File: src/ocd_pkg.sv
// Purpose: shared constants and types for the opcode decode and timing block
// Assumes: opcodes arrive as one byte, synchronous to clk_sys_i
// Notes:   cycle counts are bus-clock cycles; lengths are bytes
package ocd_pkg;

  // instruction classes
  typedef enum logic [3:0] {
    OCD_CLS_NONE       = 4'h0,
    OCD_CLS_LOAD_ACC   = 4'h1,
    OCD_CLS_LOAD_INDEX = 4'h2,
    OCD_CLS_STORE_ACC  = 4'h3,
    OCD_CLS_STORE_IDX  = 4'h4,
    OCD_CLS_ALU        = 4'h5,
    OCD_CLS_COMPARE    = 4'h6,
    OCD_CLS_JUMP       = 4'h7,
    OCD_CLS_JUMP_SUB   = 4'h8,
    OCD_CLS_BRANCH     = 4'h9,
    OCD_CLS_BRANCH_SUB = 4'hA,
    OCD_CLS_BIT_BRANCH = 4'hB,
    OCD_CLS_BIT_SETCLR = 4'hC
  } ocd_class_type;

  // addressing modes
  typedef enum logic [2:0] {
    OCD_AM_NONE = 3'h0,
    OCD_AM_IMM  = 3'h1,
    OCD_AM_DIR  = 3'h2,
    OCD_AM_EXT  = 3'h3,
    OCD_AM_IX   = 3'h4,
    OCD_AM_IX1  = 3'h5,
    OCD_AM_IX2  = 3'h6,
    OCD_AM_REL  = 3'h7
  } ocd_mode_type;

  // column high nibbles of the register/memory group
  localparam logic [3:0] OCD_COL_IMM = 4'hA;
  localparam logic [3:0] OCD_COL_DIR = 4'hB;
  localparam logic [3:0] OCD_COL_EXT = 4'hC;
  localparam logic [3:0] OCD_COL_IX2 = 4'hD;
  localparam logic [3:0] OCD_COL_IX1 = 4'hE;
  localparam logic [3:0] OCD_COL_IX  = 4'hF;

  // low nibbles of the register/memory group
  localparam logic [3:0] OCD_LO_SUB     = 4'h0;
  localparam logic [3:0] OCD_LO_CMPR_A  = 4'h1;
  localparam logic [3:0] OCD_LO_SUBB    = 4'h2;
  localparam logic [3:0] OCD_LO_CMPR_X  = 4'h3;
  localparam logic [3:0] OCD_LO_AND     = 4'h4;
  localparam logic [3:0] OCD_LO_BITTEST = 4'h5;
  localparam logic [3:0] OCD_LO_LOAD_A  = 4'h6;
  localparam logic [3:0] OCD_LO_STORE_A = 4'h7;
  localparam logic [3:0] OCD_LO_XOR     = 4'h8;
  localparam logic [3:0] OCD_LO_ADC     = 4'h9;
  localparam logic [3:0] OCD_LO_ORA     = 4'hA;
  localparam logic [3:0] OCD_LO_ADD     = 4'hB;
  localparam logic [3:0] OCD_LO_JUMP    = 4'hC;
  localparam logic [3:0] OCD_LO_CALL    = 4'hD;
  localparam logic [3:0] OCD_LO_LOAD_X  = 4'hE;
  localparam logic [3:0] OCD_LO_STORE_X = 4'hF;

  // special opcodes
  localparam logic [7:0] OCD_OP_BR_SUB   = 8'hAD;
  localparam logic [3:0] OCD_HI_BITBR    = 4'h0;
  localparam logic [3:0] OCD_HI_BITSC    = 4'h1;
  localparam logic [3:0] OCD_HI_BRANCH   = 4'h2;

  // branch condition codes (low nibble of 2x)
  localparam logic [3:0] OCD_BR_ALWAYS   = 4'h0;
  localparam logic [3:0] OCD_BR_NEVER    = 4'h1;
  localparam logic [3:0] OCD_BR_HI       = 4'h2;
  localparam logic [3:0] OCD_BR_LS       = 4'h3;
  localparam logic [3:0] OCD_BR_CC       = 4'h4;
  localparam logic [3:0] OCD_BR_CS       = 4'h5;
  localparam logic [3:0] OCD_BR_NE       = 4'h6;
  localparam logic [3:0] OCD_BR_EQ       = 4'h7;
  localparam logic [3:0] OCD_BR_HCC      = 4'h8;
  localparam logic [3:0] OCD_BR_HCS      = 4'h9;
  localparam logic [3:0] OCD_BR_PL       = 4'hA;
  localparam logic [3:0] OCD_BR_MI       = 4'hB;
  localparam logic [3:0] OCD_BR_MC       = 4'hC;
  localparam logic [3:0] OCD_BR_MS       = 4'hD;
  localparam logic [3:0] OCD_BR_IL       = 4'hE;
  localparam logic [3:0] OCD_BR_IH       = 4'hF;

  // lengths and cycle counts
  localparam logic [1:0] OCD_LEN_1       = 2'h1;
  localparam logic [1:0] OCD_LEN_2       = 2'h2;
  localparam logic [1:0] OCD_LEN_3       = 2'h3;
  localparam logic [3:0] OCD_CYC_BRANCH  = 4'h3;
  localparam logic [3:0] OCD_CYC_BR_SUB  = 4'h6;
  localparam logic [3:0] OCD_CYC_BIT     = 4'h5;
  localparam logic [3:0] OCD_CYC_GO_DIR  = 4'h2;
  localparam logic [3:0] OCD_CYC_SUB_DIR = 4'h5;
  localparam logic [3:0] OCD_CYC_RM_IMM  = 4'h2;

  // condition flags seen by the branch test
  typedef struct packed {
    logic half_carry;
    logic irq_mask;
    logic negative;
    logic zero;
    logic carry;
  } ocd_flags_type;

  // decoded result
  typedef struct packed {
    logic          valid;
    ocd_class_type cls;
    ocd_mode_type  mode;
    logic [3:0]    alu_op;
    logic          writes_acc;
    logic [2:0]    bit_num;
    logic          bit_sense;
    logic [1:0]    length;
    logic [3:0]    cycles;
    logic          taken;
  } ocd_decode_type;

endpackage : ocd_pkg

File: src/ocd_decoder.sv
// Operation
// RL1: subtract with borrow A2 B2 C2 F2 E2 D2
// RL2: add with carry A9..D9, same timing
// RL3: exclusive or A8..D8, E8 four cycles
// RL4: compare acc by subtraction, acc unchanged
// RL5: compare index A3..D3, D3 three bytes five
// RL6: bit test A5..D5 flags only
// RL7: 22 higher, 23 lower-or-same, three cycles
// RL8: 24 carry clear, 25 carry set, aliases
// RL9: 28/29 half-carry clear/set, two bytes
// RL10: 2C/2D mask clear/set, three cycles
// RL11: 2E/2F irq pin low/high sampled directly
// RL12: bit-one branch 2n, three bytes five
// RL13: bit-zero branch 01+2n, same timing
// RL14: set 10+2n, clear 11+2n, five cycles
// RL15: other branches three cycles, subroutine AD six
// RL16: column pattern; stores plus one, no immediate
//
// Purpose: decode one opcode byte into class, mode, length, cycles, branch result
// Assumes: opcode_i, flags_i and irq_pin_i are synchronous to clk_sys_i
// Notes:   result appears one cycle after opcode_valid_i and is held until next
`timescale 1ns/1ps
module ocd_decoder (
  input  wire logic                   clk_sys_i,
  input  wire logic                   rst_n_i,
  input  wire logic                   opcode_valid_i,
  input  wire logic [7:0]             opcode_i,
  input  wire ocd_pkg::ocd_flags_type flags_i,
  input  wire logic                   irq_pin_i,
  output      ocd_pkg::ocd_decode_type decode_o
);
  import ocd_pkg::*;

  typedef struct packed {
    ocd_decode_type dec;
  } ocd_state_type;

  ocd_state_type state_reg;
  ocd_state_type state_next;

  // base cycles of a read-type register/memory op per column
  function automatic logic [3:0] rm_cycles(input logic [3:0] col);
    unique case (col)
      OCD_COL_IMM: rm_cycles = OCD_CYC_RM_IMM;
      OCD_COL_DIR: rm_cycles = OCD_CYC_RM_IMM + 4'h1;
      OCD_COL_EXT: rm_cycles = OCD_CYC_RM_IMM + 4'h2;
      OCD_COL_IX2: rm_cycles = OCD_CYC_RM_IMM + 4'h3;
      OCD_COL_IX1: rm_cycles = OCD_CYC_RM_IMM + 4'h2;
      default:     rm_cycles = OCD_CYC_RM_IMM + 4'h1;
    endcase
  endfunction

  // byte length per column
  function automatic logic [1:0] rm_length(input logic [3:0] col);
    if (col == OCD_COL_EXT || col == OCD_COL_IX2)
      rm_length = OCD_LEN_3;
    else if (col == OCD_COL_IX)
      rm_length = OCD_LEN_1;
    else
      rm_length = OCD_LEN_2;
  endfunction

  // branch condition evaluation; irq pin read live, not latched
  function automatic logic branch_test(input logic [3:0] cond, input ocd_flags_type f, input logic pin);
    unique case (cond)
      OCD_BR_ALWAYS: branch_test = 1'b1;                          // RL15
      OCD_BR_NEVER:  branch_test = 1'b0;                          // RL15
      OCD_BR_HI:     branch_test = !(f.carry | f.zero);           // RL7
      OCD_BR_LS:     branch_test = f.carry | f.zero;              // RL7
      OCD_BR_CC:     branch_test = !f.carry;                      // RL8
      OCD_BR_CS:     branch_test = f.carry;                       // RL8
      OCD_BR_NE:     branch_test = !f.zero;                       // RL15
      OCD_BR_EQ:     branch_test = f.zero;                        // RL15
      OCD_BR_HCC:    branch_test = !f.half_carry;                 // RL9
      OCD_BR_HCS:    branch_test = f.half_carry;                  // RL9
      OCD_BR_PL:     branch_test = !f.negative;                   // RL15
      OCD_BR_MI:     branch_test = f.negative;                    // RL15
      OCD_BR_MC:     branch_test = !f.irq_mask;                   // RL10
      OCD_BR_MS:     branch_test = f.irq_mask;                    // RL10
      OCD_BR_IL:     branch_test = !pin;                          // RL11
      default:       branch_test = pin;                           // RL11
    endcase
  endfunction

  logic [3:0] hi_nib;
  logic [3:0] lo_nib;
  assign hi_nib = opcode_i[7:4];
  assign lo_nib = opcode_i[3:0];

  // decode the opcode; undefined codes give valid low
  always_comb begin
    ocd_decode_type d;
    d = '0;
    d.cls  = OCD_CLS_NONE;
    d.mode = OCD_AM_NONE;
    state_next = state_reg;
    if (opcode_valid_i) begin
      if (hi_nib >= OCD_COL_IMM) begin
        // register/memory columns: high nibble picks the mode
        d.valid  = 1'b1;                                          // RL16
        d.length = rm_length(hi_nib);
        d.cycles = rm_cycles(hi_nib);
        d.alu_op = lo_nib;
        unique case (hi_nib)
          OCD_COL_IMM: d.mode = OCD_AM_IMM;
          OCD_COL_DIR: d.mode = OCD_AM_DIR;
          OCD_COL_EXT: d.mode = OCD_AM_EXT;
          OCD_COL_IX2: d.mode = OCD_AM_IX2;
          OCD_COL_IX1: d.mode = OCD_AM_IX1;
          default:     d.mode = OCD_AM_IX;
        endcase
        unique case (lo_nib)
          OCD_LO_CMPR_A, OCD_LO_CMPR_X, OCD_LO_BITTEST: begin
            d.cls = OCD_CLS_COMPARE;                              // RL4 RL5 RL6
          end
          OCD_LO_LOAD_A: begin
            d.cls = OCD_CLS_LOAD_ACC;
            d.writes_acc = 1'b1;
          end
          OCD_LO_LOAD_X: d.cls = OCD_CLS_LOAD_INDEX;
          OCD_LO_STORE_A, OCD_LO_STORE_X: begin
            d.cls    = (lo_nib == OCD_LO_STORE_A) ? OCD_CLS_STORE_ACC : OCD_CLS_STORE_IDX;
            d.cycles = rm_cycles(hi_nib) + 4'h1;                  // RL16
            d.valid  = (hi_nib != OCD_COL_IMM);                   // RL16
          end
          OCD_LO_JUMP: begin
            d.cls    = OCD_CLS_JUMP;
            d.cycles = rm_cycles(hi_nib) - 4'h1;                  // RL16
            d.valid  = (hi_nib != OCD_COL_IMM);                   // RL16
          end
          OCD_LO_CALL: begin
            if (hi_nib == OCD_COL_IMM) begin
              d.cls    = OCD_CLS_BRANCH_SUB;                      // RL15
              d.mode   = OCD_AM_REL;
              d.length = OCD_LEN_2;
              d.cycles = OCD_CYC_BR_SUB;
              d.taken  = 1'b1;
            end else begin
              d.cls    = OCD_CLS_JUMP_SUB;
              d.cycles = rm_cycles(hi_nib) + 4'h2;                // RL16
            end
          end
          default: begin
            // remaining arithmetic and logic ops all write the accumulator
            d.cls = OCD_CLS_ALU;                                  // RL1 RL2 RL3
            d.writes_acc = 1'b1;
          end
        endcase
      end else if (hi_nib == OCD_HI_BRANCH) begin
        d.valid  = 1'b1;
        d.cls    = OCD_CLS_BRANCH;
        d.mode   = OCD_AM_REL;
        d.length = OCD_LEN_2;                                     // RL9
        d.cycles = OCD_CYC_BRANCH;                                // RL7 RL10
        d.taken  = branch_test(lo_nib, flags_i, irq_pin_i);
      end else if (hi_nib == OCD_HI_BITBR) begin
        d.valid     = 1'b1;
        d.cls       = OCD_CLS_BIT_BRANCH;
        d.mode      = OCD_AM_DIR;
        d.bit_num   = opcode_i[3:1];                              // RL12 RL13
        d.bit_sense = !opcode_i[0];                               // RL13
        d.length    = OCD_LEN_3;                                  // RL12
        d.cycles    = OCD_CYC_BIT;
      end else if (hi_nib == OCD_HI_BITSC) begin
        d.valid     = 1'b1;
        d.cls       = OCD_CLS_BIT_SETCLR;
        d.mode      = OCD_AM_DIR;
        d.bit_num   = opcode_i[3:1];                              // RL14
        d.bit_sense = !opcode_i[0];
        d.length    = OCD_LEN_2;
        d.cycles    = OCD_CYC_BIT;                                // RL14
      end
      state_next.dec = d;
    end
  end

  // single register stage; outputs come straight from it
  always_ff @(posedge clk_sys_i) begin
    if (!rst_n_i)
      state_reg <= '0;
    else
      state_reg <= state_next;
  end

  assign decode_o = state_reg.dec;

  AST_BRANCH_TIMING: assert property (@(posedge clk_sys_i) disable iff (!rst_n_i) // RL7
    opcode_valid_i && opcode_i[7:4] == 4'h2 |=> decode_o.cycles == 4'h3 && decode_o.length == 2'h2)
    else $error("branch timing wrong");
  AST_HI_TEST: assert property (@(posedge clk_sys_i) disable iff (!rst_n_i) // RL7
    opcode_valid_i && opcode_i == 8'h22 |=> decode_o.taken == !$past(flags_i.carry | flags_i.zero))
    else $error("higher branch test wrong");
  AST_CARRY: assert property (@(posedge clk_sys_i) disable iff (!rst_n_i) // RL8
    opcode_valid_i && opcode_i == 8'h25 |=> decode_o.taken == $past(flags_i.carry))
    else $error("carry set branch wrong");
  AST_PIN: assert property (@(posedge clk_sys_i) disable iff (!rst_n_i) // RL11
    opcode_valid_i && opcode_i == 8'h2F |=> decode_o.taken == $past(irq_pin_i))
    else $error("pin high branch wrong");
  AST_SUB_BORROW_IX2: assert property (@(posedge clk_sys_i) disable iff (!rst_n_i) // RL1
    opcode_valid_i && opcode_i == 8'hD2 |=> decode_o.length == 2'h3 && decode_o.cycles == 4'h5)
    else $error("subtract with borrow ix2 timing wrong");
  AST_XOR_IX1: assert property (@(posedge clk_sys_i) disable iff (!rst_n_i) // RL3
    opcode_valid_i && opcode_i == 8'hE8 |=> decode_o.cycles == 4'h4 && decode_o.writes_acc)
    else $error("exclusive or ix1 wrong");
  AST_CMP_KEEP: assert property (@(posedge clk_sys_i) disable iff (!rst_n_i) // RL4
    opcode_valid_i && opcode_i[3:0] inside {4'h1, 4'h3, 4'h5} && opcode_i[7:4] >= 4'hA
    |=> !decode_o.writes_acc && decode_o.cls == OCD_CLS_COMPARE)
    else $error("compare writes accumulator");
  AST_BITBR: assert property (@(posedge clk_sys_i) disable iff (!rst_n_i) // RL13
    opcode_valid_i && opcode_i[7:4] == 4'h0
    |=> decode_o.length == 2'h3 && decode_o.cycles == 4'h5 && decode_o.bit_num == $past(opcode_i[3:1]))
    else $error("bit branch decode wrong");
  AST_STORE_NOIMM: assert property (@(posedge clk_sys_i) disable iff (!rst_n_i) // RL16
    opcode_valid_i && (opcode_i == 8'hA7 || opcode_i == 8'hAF || opcode_i == 8'hAC) |=> !decode_o.valid)
    else $error("immediate store accepted");
  AST_BITSC: assert property (@(posedge clk_sys_i) disable iff (!rst_n_i) // RL14
    opcode_valid_i && opcode_i[7:4] == 4'h1
    |=> decode_o.length == 2'h2 && decode_o.cycles == 4'h5 && decode_o.bit_sense == !$past(opcode_i[0]))
    else $error("bit set or clear decode wrong");
  AST_BRANCH_SUB: assert property (@(posedge clk_sys_i) disable iff (!rst_n_i) // RL15
    opcode_valid_i && opcode_i == 8'hAD |=> decode_o.cycles == 4'h6 && decode_o.cls == OCD_CLS_BRANCH_SUB)
    else $error("subroutine branch wrong");

endmodule // ocd_decoder

File: config.mk
export PLATFORM = sky130hd
export DESIGN_NAME = ocd_decoder
export DESIGN_NICKNAME = d
export VERILOG_FILES = /design/src/ocd_pkg.sv /design/src/ocd_decoder.sv
export SDC_FILE = /design/constraint.sdc
export NUM_CORES = 1
export LEC_CHECK = 0
export BUFFER_PORTS_ARGS = -buffer_cell sky130_fd_sc_hd__clkbuf_2
export CORE_MARGIN = 3
export CORE_UTILIZATION = 48
export CTS_CLUSTER_DIAMETER = 60
export DETAILED_ROUTE_END_ITERATION = 10
export PLACE_DENSITY = 0.74
export SYNTH_ARGS = -nofsm -noshare
export SYNTH_HDL_FRONTEND = slang
export SYNTH_SLANG_ARGS = --single-unit
export TNS_END_PERCENT = 5
File: constraint.sdc
create_clock -name clk_sys_i -period 5.2 [get_ports clk_sys_i]
set_input_delay 1.04 -clock clk_sys_i [delete_from_list [all_inputs] [get_ports clk_sys_i]]
set_output_delay 1.04 -clock clk_sys_i [all_outputs]
set_load 0.005 [all_outputs]
# Yosys cells after proc, flatten, opt, wreduce, memory -nomap -nowiden
# Cells that the tools add are included.
[word_totals]
ff_bits = 24
output_inout_bits = 24
wordCells = 96
[classes]
order_cmp = 1
eq_ne = 24
n_reduce_logical = 16
muxes = 41
addsub = 3
bitwise_logic = 1
[ops]
columns = ["operator", "count"]
rows = [
  ["4-bit == test (second input constant)", 14],
  ["4-bit 2-to-1 mux", 13],
  ["8-bit 2-to-1 mux", 4],
  ["4-bit case mux with 6 select lines", 1],
  ["10-bit 2-to-1 mux", 2],
  ["4-bit by 3-bit == test with 1-bit output (second input constant)", 4],
  ["1-bit case mux with 15 select lines", 1],
  ["3-bit case mux with 5 select lines", 1],
  ["4-bit by 2-bit == test with 1-bit output (second input constant)", 3],
  ["4-bit case mux with 3 select lines", 1],
  ["2-bit 2-to-1 mux", 5],
  ["3-bit 2-to-1 mux", 3],
  ["3-bit case mux with 3 select lines", 1],
  ["4-bit by 1-bit == test with 1-bit output (second input constant)", 2],
  ["1-bit logical NOT", 8],
  ["4-bit logical NOT", 2],
  ["8-bit OR reduction", 1],
  ["7-bit 2-to-1 mux", 1],
  ["6-bit 2-to-1 mux", 1],
  ["3-bit case mux with 2 select lines", 1],
  ["3-bit OR reduction", 2],
  ["1-bit 2-to-1 mux", 5],
  ["5-bit 2-to-1 mux", 1],
  ["4-bit by 1-bit adder with 4-bit output (second input constant)", 1],
  ["other kinds (7)", 8],
]

# Depth between registers and ports, before layout
# Gate-level depths: netlist of the first run.
[depth]
word_depth = 11
mapped_depth = 9
ltp_nobuf = 8

# Worst setup path before layout of the first run
# Ideal clock, no wire load.
[synth_path]
kind = "input-to-reg"
startpoint = "in opcode_i[4]"
endpoint = "reg state_reg, in the netlist decode_o[3]"
path_buffers = 1
t_required_ns = 5.071
arrival_time_ns = 2.559
path_stages = 8
path_slack_ns = 2.512
path_cell_list = "buf_2 nand2b_4 or2_2 fa_1 xnor2_1 nor2_1 a2111oi_0 nor2_1"
[synth_via]
elab_chain_cells = 11
[synth_lines]
columns = ["item", "line_no", "source"]
rows = [
  ["from (decl)", "ocd_decoder.sv:27", "input wire logic [7:0] opcode_i,"],
  ["4-bit == test", "ocd_decoder.sv:43", "unique case (col)"],
  ["2-bit OR reduction (no source line)", "--", ""],
  ["3-bit case mux with 2 select lines", "ocd_decoder.sv:43", ""],
  ["4-bit 2-to-1 mux", "ocd_decoder.sv:132", "if (hi_nib == OCD_COL_IMM) begin"],
  ["4-bit 2-to-1 mux", "ocd_decoder.sv:112", "unique case (lo_nib)"],
  ["4-bit 2-to-1 mux", "ocd_decoder.sv:98", "if (hi_nib >= OCD_COL_IMM) begin"],
  ["4-bit 2-to-1 mux", "ocd_decoder.sv:97", "if (opcode_valid_i) begin"],
  ["4-bit by 2-bit adder with 4-bit output", "ocd_decoder.sv:140", "d.cycles = rm_cycles(hi_nib) + 4'h2;"],
  ["4-bit 2-to-1 mux", "ocd_decoder.sv:132", ""],
  ["4-bit case mux with 3 select lines", "ocd_decoder.sv:112", ""],
  ["7-bit 2-to-1 mux *", "ocd_decoder.sv:98", ""],
  ["to (signal assigned)", "ocd_decoder.sv:182", "state_reg <= state_next;"],
  ["to (decl)", "ocd_decoder.sv:38", "ocd_state_type state_reg;"],
]
# Every way passes the cells marked *; elsewhere a longest branch is shown, timed or not. The select of a mux whose other input is x is not followed.
# A chain may end at the register's enable or synchronous reset.

# Worst setup path after layout of the first run
[layout_path]
startpoint = "in opcode_i[5]"
endpoint = "reg state_reg, in the netlist decode_o[3]"
# The elaborated chain is that of the path after synthesis.

==> results of run 1 <==
-- layout by cell type, fill, tap and decap left out, types with 4 or more instances in the layout --
cell type and n:
sky130_fd_sc_hd__a21oi_1 10, sky130_fd_sc_hd__o21ai_0 11, sky130_fd_sc_hd__nand2_1 13, sky130_fd_sc_hd__a21boi_0 6
sky130_fd_sc_hd__clkbuf_2 40, sky130_fd_sc_hd__nand2b_1 7, sky130_fd_sc_hd__o21ai_1 8, sky130_fd_sc_hd__mux2i_1 5
sky130_fd_sc_hd__dfxtp_1 24, sky130_fd_sc_hd__nand3_1 10, sky130_fd_sc_hd__nor2_1 11, sky130_fd_sc_hd__nor2b_1 4
-- metrics by stage --
| stage | hold slack, ns | power (mW) | cell area (um^2) |
|---|---|---|---|
| final | 0.470 | 0.386 | 1740 |
| after global routing | 0.508 | 0.412 | 1740 |
| after CTS | 0.472 | 0.389 | 1740 |
| after detailed placement | 0.454 | 0.292 | 1710 |
| after global placement | 0.446 | 0.289 | 1710 |
| after floorplan | 0.451 | 0.265 | 1530 |
-- metal layers --
| metal | vias to the layer above | share of wire | routed length [um] |
|---|---|---|---|
| met5 | - | 0 | 0 |
| met4 | 0 | 0.0086 | 32 |
| met3 | 4 | 0.067 | 250 |
| met2 | 59 | 0.50 | 1850 |
| met1 | 710 | 0.43 | 1590 |
| li1 | 733 | - | - |
-- cells in the mapped netlist (all sizes together), types with 2 or more instances --
| cell | instances | area [um^2] |
|---|---|---|
| nand2b | 8 | 57.6 |
| o31a | 2 | 17.5 |
| a31oi | 3 | 18.8 |
| o211ai | 2 | 15.0 |
| nand2 | 14 | 55.1 |
| mux2i | 5 | 50.1 |
| dfxtp | 24 | 480 |
| o21ai | 20 | 104 |
| a21o | 2 | 15.0 |
| inv | 5 | 18.8 |
| nand3 | 11 | 60.1 |
| xor2 | 2 | 17.5 |
| a221oi | 2 | 17.5 |
| o2111ai | 2 | 17.5 |
| o21a | 2 | 15.0 |
| buf | 10 | 56.3 |
| and2 | 3 | 18.8 |
| nor2 | 13 | 58.8 |
| xnor2 | 3 | 26.3 |
| nor2b | 4 | 25.0 |
| clkbuf | 6 | 22.5 |
| a21oi | 10 | 50.1 |
| mux2 | 2 | 22.5 |
| a21boi | 8 | 60.1 |
| nor3b | 3 | 32.5 |
| ha | 2 | 25.0 |
-- worst max path at each step --
stage	to	slack [ns]	cells past startpoint
3_5_place_dp	decode_o[3]	2.30	8
4_1_cts	decode_o[3]	2.63	8
6_report	decode_o[3]	2.62	8
2_1_floorplan	decode_o[3]	2.51	8
3_3_place_gp	decode_o[3]	2.39	8
5_1_grt	decode_o[3]	2.51	8
-- final cells by class --
class | count | area [um^2] | share of cell area
Inverter | 5 | 18.8 | 0.0108
Clock buffer | 4 | 36.3 | 0.0208
Timing Repair Buffer | 40 | 200 | 0.115
Sequential cell | 24 | 480 | 0.275
Multi-Input combinational cell | 142 | 956 | 0.548
Tap cell | 42 | 52.6 | 0.0301
-- power groups by stage --
stage	logic, mW	registers, mW	clock network, mW
floorplan	0.0623	0.203	0
global placement	0.0874	0.202	0
detailed placement	0.0893	0.203	0
CTS	0.0902	0.198	0.100
global route	0.101	0.200	0.111
finish	0.0904	0.198	0.0978
-- worst reg2reg max path, cell delays in order, from the launching register on --
cell and delay [ns]:
sky130_fd_sc_hd__dfxtp_1 0.33, sky130_fd_sc_hd__nor2b_1 0.12, sky130_fd_sc_hd__o31a_1 0.26
-- logic make-up after synthesis --
kind of cell    Yosys count
mux                       7
buf+inv                  21
simple gates             64
compound gates           63
fa+ha+maj                 3
flops                    24
xor+xnor                  5
==> metrics.txt, run 1 <==
origin of the worst setup path opcode_i[5]; die area 3910 um^2; placed cells 253; ordered list of cells on the worst path clkbuf_2, nor2_4, or2_2, fa_1, xnor2_1, nor2_1, a2111oi_0, nor2_1; Total Routed Length 3720 um; Resized Gates After CTS 0; clock transition time at the flip-flop clock pins of the worst setup and hold paths 0.13 ns; met1 capacity usage during global routing 0.258; Total GRT Usage 0.203; Sequential Power Share 0.513; main combinational cell family by area after synthesis compound AO/OA/AOI/OAI gates; Post-Synth XOR/XNOR Area 0.0285; final sum of negative setup slack 0 ns; share of total power in the clock network 0.253; Maximum Capacitance Violations 0; power density over the cells 222 nW/um^2; depth of the worst register-to-register path 2; Avg Synthesized Cell Area 8.20 um^2; starting density of the core 0.529; cell row count 19; Async S/R FF share, synth 0; number of global-route vias before repair 1470; number of nets with antenna violations after detailed routing 0; total standard cell area after synthesis 1530 um^2; ports placed on the boundary 41; final setup fails 0; Yosys reg bits 24; clock skew 0 ns; core occupancy in the finished layout 0.601; wire length of the first global-routing pass 6680 um; Tightest Pin Transition 0.755 ns; post-synthesis sequential area ratio 0.313; CTS tree built; insertion delay to the later sink of the worst-skew pair 0.32 ns; Leak Pwr 0.712 nW; number of hold-slack violations in the final timing report 0; antenna violations before repair 0; crit start category input port; clock buffer count from CTS 3; top fanout value on the critical path 12; mux cell area share after synthesis 0.0473; number of flops mapped to enable cells by yosys 0; fill cell count 288; run status complete, no violations; worst flop-to-flop path endpoint decode_o[2]; RSZ-0062 raised after global routing no; Pint 0.273 mW; hold-fix buffers at CTS 0; CP max-delay cell sky130_fd_sc_hd__a2111oi_0; maximum buffer depth of the clock tree 2; max-slew headroom at the worst pin 0.497; DP Worst Slack 2.30 ns; DRC violation total after the first TritonRoute iteration 118; pin count of the biggest net entering global routing 42; routability cong. 0.839; clk root buf sky130_fd_sc_hd__clkbuf_4; Via density 5.86; Compound-Gate Fraction of Synth Area 0.272; GR met3 Demand/Resource 0.0468; GRT overflow 0; first drt pass iteration count 4; Worst Path Required 5.41 ns; global route hottest layer met2; beginning of the worst hold path decode_o[22]; share of post-route cells with drive strength above 1 0.260; Final WS setup 2.62 ns; Combinational Power Share 0.234; area share of fa/ha/maj cells after synthesis 0.0294; syn_nets 207; Synth Area in Simple Gates 0.246; post-CTS setup buffer count 0; most common flop cell mapped by yosys sky130_fd_sc_hd__dfxtp_1; max reg flops 24; switching part of the total 0.293; met2 usage 0.350; Max Slew Vio Count 0; time the worst path needs with I/O delays and setup 2.58 ns; overall via count from detail_route 1506; input/output buffers 40; net switching power 0.113 mW; cell repeated most along the worst path sky130_fd_sc_hd__nor2_1; cell class contributing the biggest share of worst-path delay simple AND/OR/NAND/NOR gates; drt drc 0; number of cells produced by synthesis 187; Avg WL per Cell 14.5 um; Max rail drop VDD 147 uV; number of stages on the worst hold path 2; Achievable Freq 0.387 GHz; Synthesis Warnings 0; class of the tightest hold or removal check reg -> reg; count of non-filler cells in the finished layout 257; longest individual stage delay on the worst path 0.41 ns; worst path bufs/invs 1; H-tree Lvls 1; end of the worst hold path decode_o[22]; DP Wirelength 2700 um; Final Net Count 236; category of the most critical setup path in -> reg; floorplan die width 62.5 um; number of sinks on the clock net 24; core box area 2900 um^2; diode count 0; startpoint of the most critical register-to-register path decode_o[2]; Setup crit end kind register; Die Y-Extent 62.5 um; Synth cell types 57; FF-to-FF setup slack 4.40 ns; Area growth syn-to-layout 13.7%; signal arrival time at the worst endpoint 2.79 ns; part of the cycle the worst path needs 0.497
(Power assumes the default switching activity.)
==> run 2: changes to the inputs <==
==> constraint.sdc (replaced) <==
create_clock -name clk_sys_i -period 2.47 [get_ports clk_sys_i]
set_input_delay 0.494 -clock clk_sys_i [delete_from_list [all_inputs] [get_ports clk_sys_i]]
set_output_delay 0.494 -clock clk_sys_i [all_outputs]
set_load 0.005 [all_outputs]
==> run 2 against run 1 <==
- setup slack worse by 2.2 ns
- wire length is 3.7% higher
- cell count is 1.9% higher
- first-iteration DRC count down 10%
- count of clock-buffer cells in the layout shrank 1
- global-route usage grew 0.85 points
- utilization rose by 1.9 points
- die area stayed put
- critical path depth stayed put
- clock skew stayed put
- critical path type unchanged
- critical endpoint unchanged
- largest power group unchanged
- highest routed layer unchanged
==> metrics.txt, run 2 (same netlist as run 1, synthesis figures left out) <==
switching part of the total 0.278; crit start category input port; Area growth syn-to-layout 17.2%; Sequential Power Share 0.460; routability cong. 0.836; post-CTS setup buffer count 0; GRT overflow 0; CTS tree built; time the worst path needs with I/O delays and setup 2.04 ns; clock skew 0 ns; max reg flops 24; DRC violation total after the first TritonRoute iteration 106; longest individual stage delay on the worst path 0.43 ns; cell row count 19; net switching power 0.253 mW; Total GRT Usage 0.212; overall via count from detail_route 1491; H-tree Lvls 1; Total Routed Length 3860 um; class of the tightest hold or removal check reg -> reg; clock transition time at the flip-flop clock pins of the worst setup and hold paths 0.14 ns; number of hold-slack violations in the final timing report 0; starting density of the core 0.529; Setup crit end kind register; share of total power in the clock network 0.322; fill cell count 271; DP Wirelength 2890 um; Max Slew Vio Count 0; max-slew headroom at the worst pin 0.498; core occupancy in the finished layout 0.620; Leak Pwr 0.743 nW; Via density 5.69; Achievable Freq 0.489 GHz; count of non-filler cells in the finished layout 262; number of sinks on the clock net 24; number of global-route vias before repair 1464; category of the most critical setup path in -> reg; maximum buffer depth of the clock tree 2; ports placed on the boundary 41; antenna violations before repair 0; part of the cycle the worst path needs 0.827; final sum of negative setup slack 0 ns; number of nets with antenna violations after detailed routing 0; Resized Gates After CTS 0; placed cells 258; drt drc 0; ordered list of cells on the worst path clkbuf_2, nor2_4, or2_2, fa_1, xnor2_1, nor2_1, a2111oi_0, nor2_1; cell repeated most along the worst path sky130_fd_sc_hd__nor2_1; run status complete, no violations; commonest cells after routing, fill and taps aside 40 x sky130_fd_sc_hd__clkbuf_2, 24 x sky130_fd_sc_hd__dfxtp_1, 13 x sky130_fd_sc_hd__nand2_1, 11 x sky130_fd_sc_hd__nor2_1, 11 x sky130_fd_sc_hd__o21ai_0; pin count of the biggest net entering global routing 24; signal arrival time at the worst endpoint 2.26 ns; first drt pass iteration count 4; Max rail drop VDD 304 uV; final setup fails 0; Combinational Power Share 0.218; floorplan die width 62.5 um; Die Y-Extent 62.5 um; RSZ-0062 raised after global routing no; hold-fix buffers at CTS 0; total power of the final layout 0.908 mW; Avg WL per Cell 14.7 um; Final Net Count 241; CP max-delay cell sky130_fd_sc_hd__a2111oi_0; wire length of the first global-routing pass 6890 um; Pint 0.655 mW; most common cell after layout, fill and taps aside sky130_fd_sc_hd__clkbuf_2; insertion delay to the later sink of the worst-skew pair 0.33 ns; Tightest Pin Transition 0.746 ns; Maximum Capacitance Violations 0; clk root buf sky130_fd_sc_hd__clkbuf_4; power density over the cells 505 nW/um^2; die area 3910 um^2; share of post-route cells with drive strength above 1 0.277; Worst Path Required 2.69 ns; input/output buffers 40; core box area 2900 um^2; clock buffer count from CTS 3; diode count 0; top fanout value on the critical path 12
==> run 2: layout make-up <==
type	instances	area [um^2]	share of cell area
sequential	24	480	0.267
inverter	5	18.8	0.0104
timing repair buffer	45	238	0.132
clock inverter	1	30.0	0.0167
tap	42	52.6	0.0292
multi-input combinational	142	956	0.532
clock buffer	3	22.5	0.0125
==> run 2: through the flow <==
stage | hold slack, ns | area, um^2 | setup slack, ns
after global placement | 0.446 | 1750 | 0.249
after global routing | 0.505 | 1800 | 0.291
after detailed placement | 0.457 | 1750 | 0.166
final | 0.477 | 1800 | 0.427
after CTS | 0.476 | 1800 | 0.481
after floorplan | 0.451 | 1530 | 0.328
==> run 2: final timing paths <==
kind / start / endpoint / slack [ns] / cells after the start
worst min register to register: decode_o[22] / decode_o[22] / 0.48 / 2
worst min-delay path: decode_o[22] / decode_o[22] / 0.48 / 2
worst max-delay path: opcode_i[5] / decode_o[3] / 0.43 / 8
worst max register to register: decode_o[2] / decode_o[2] / 1.70 / 2
==> run 2: layer usage <==
metal  routed length (um)  global-route usage  part of all wire
met1                 1720               0.271              0.45
met2                 1860               0.352              0.48
met3                  203              0.0396             0.053
met4                   76              0.0799             0.020
met5                    0                   0                 0
==> run 2: worst max-delay path: cells and delay by family <==
kind	cells	cell delay, ns
compound gates	1	0.43
xor+xnor	1	0.15
fa+ha+maj	1	0.38
buf+inv	1	0.24
simple gates	4	0.57
==> run 2: power by group through the flow <==
stage / sequential [mW] / clock (mW) / combinational [mW]
floorplan: 0.427 / 0 / 0.131
global placement: 0.425 / 0 / 0.190
detailed placement: 0.426 / 0 / 0.195
CTS: 0.418 / 0.302 / 0.196
global route: 0.421 / 0.314 / 0.221
finish: 0.418 / 0.292 / 0.197
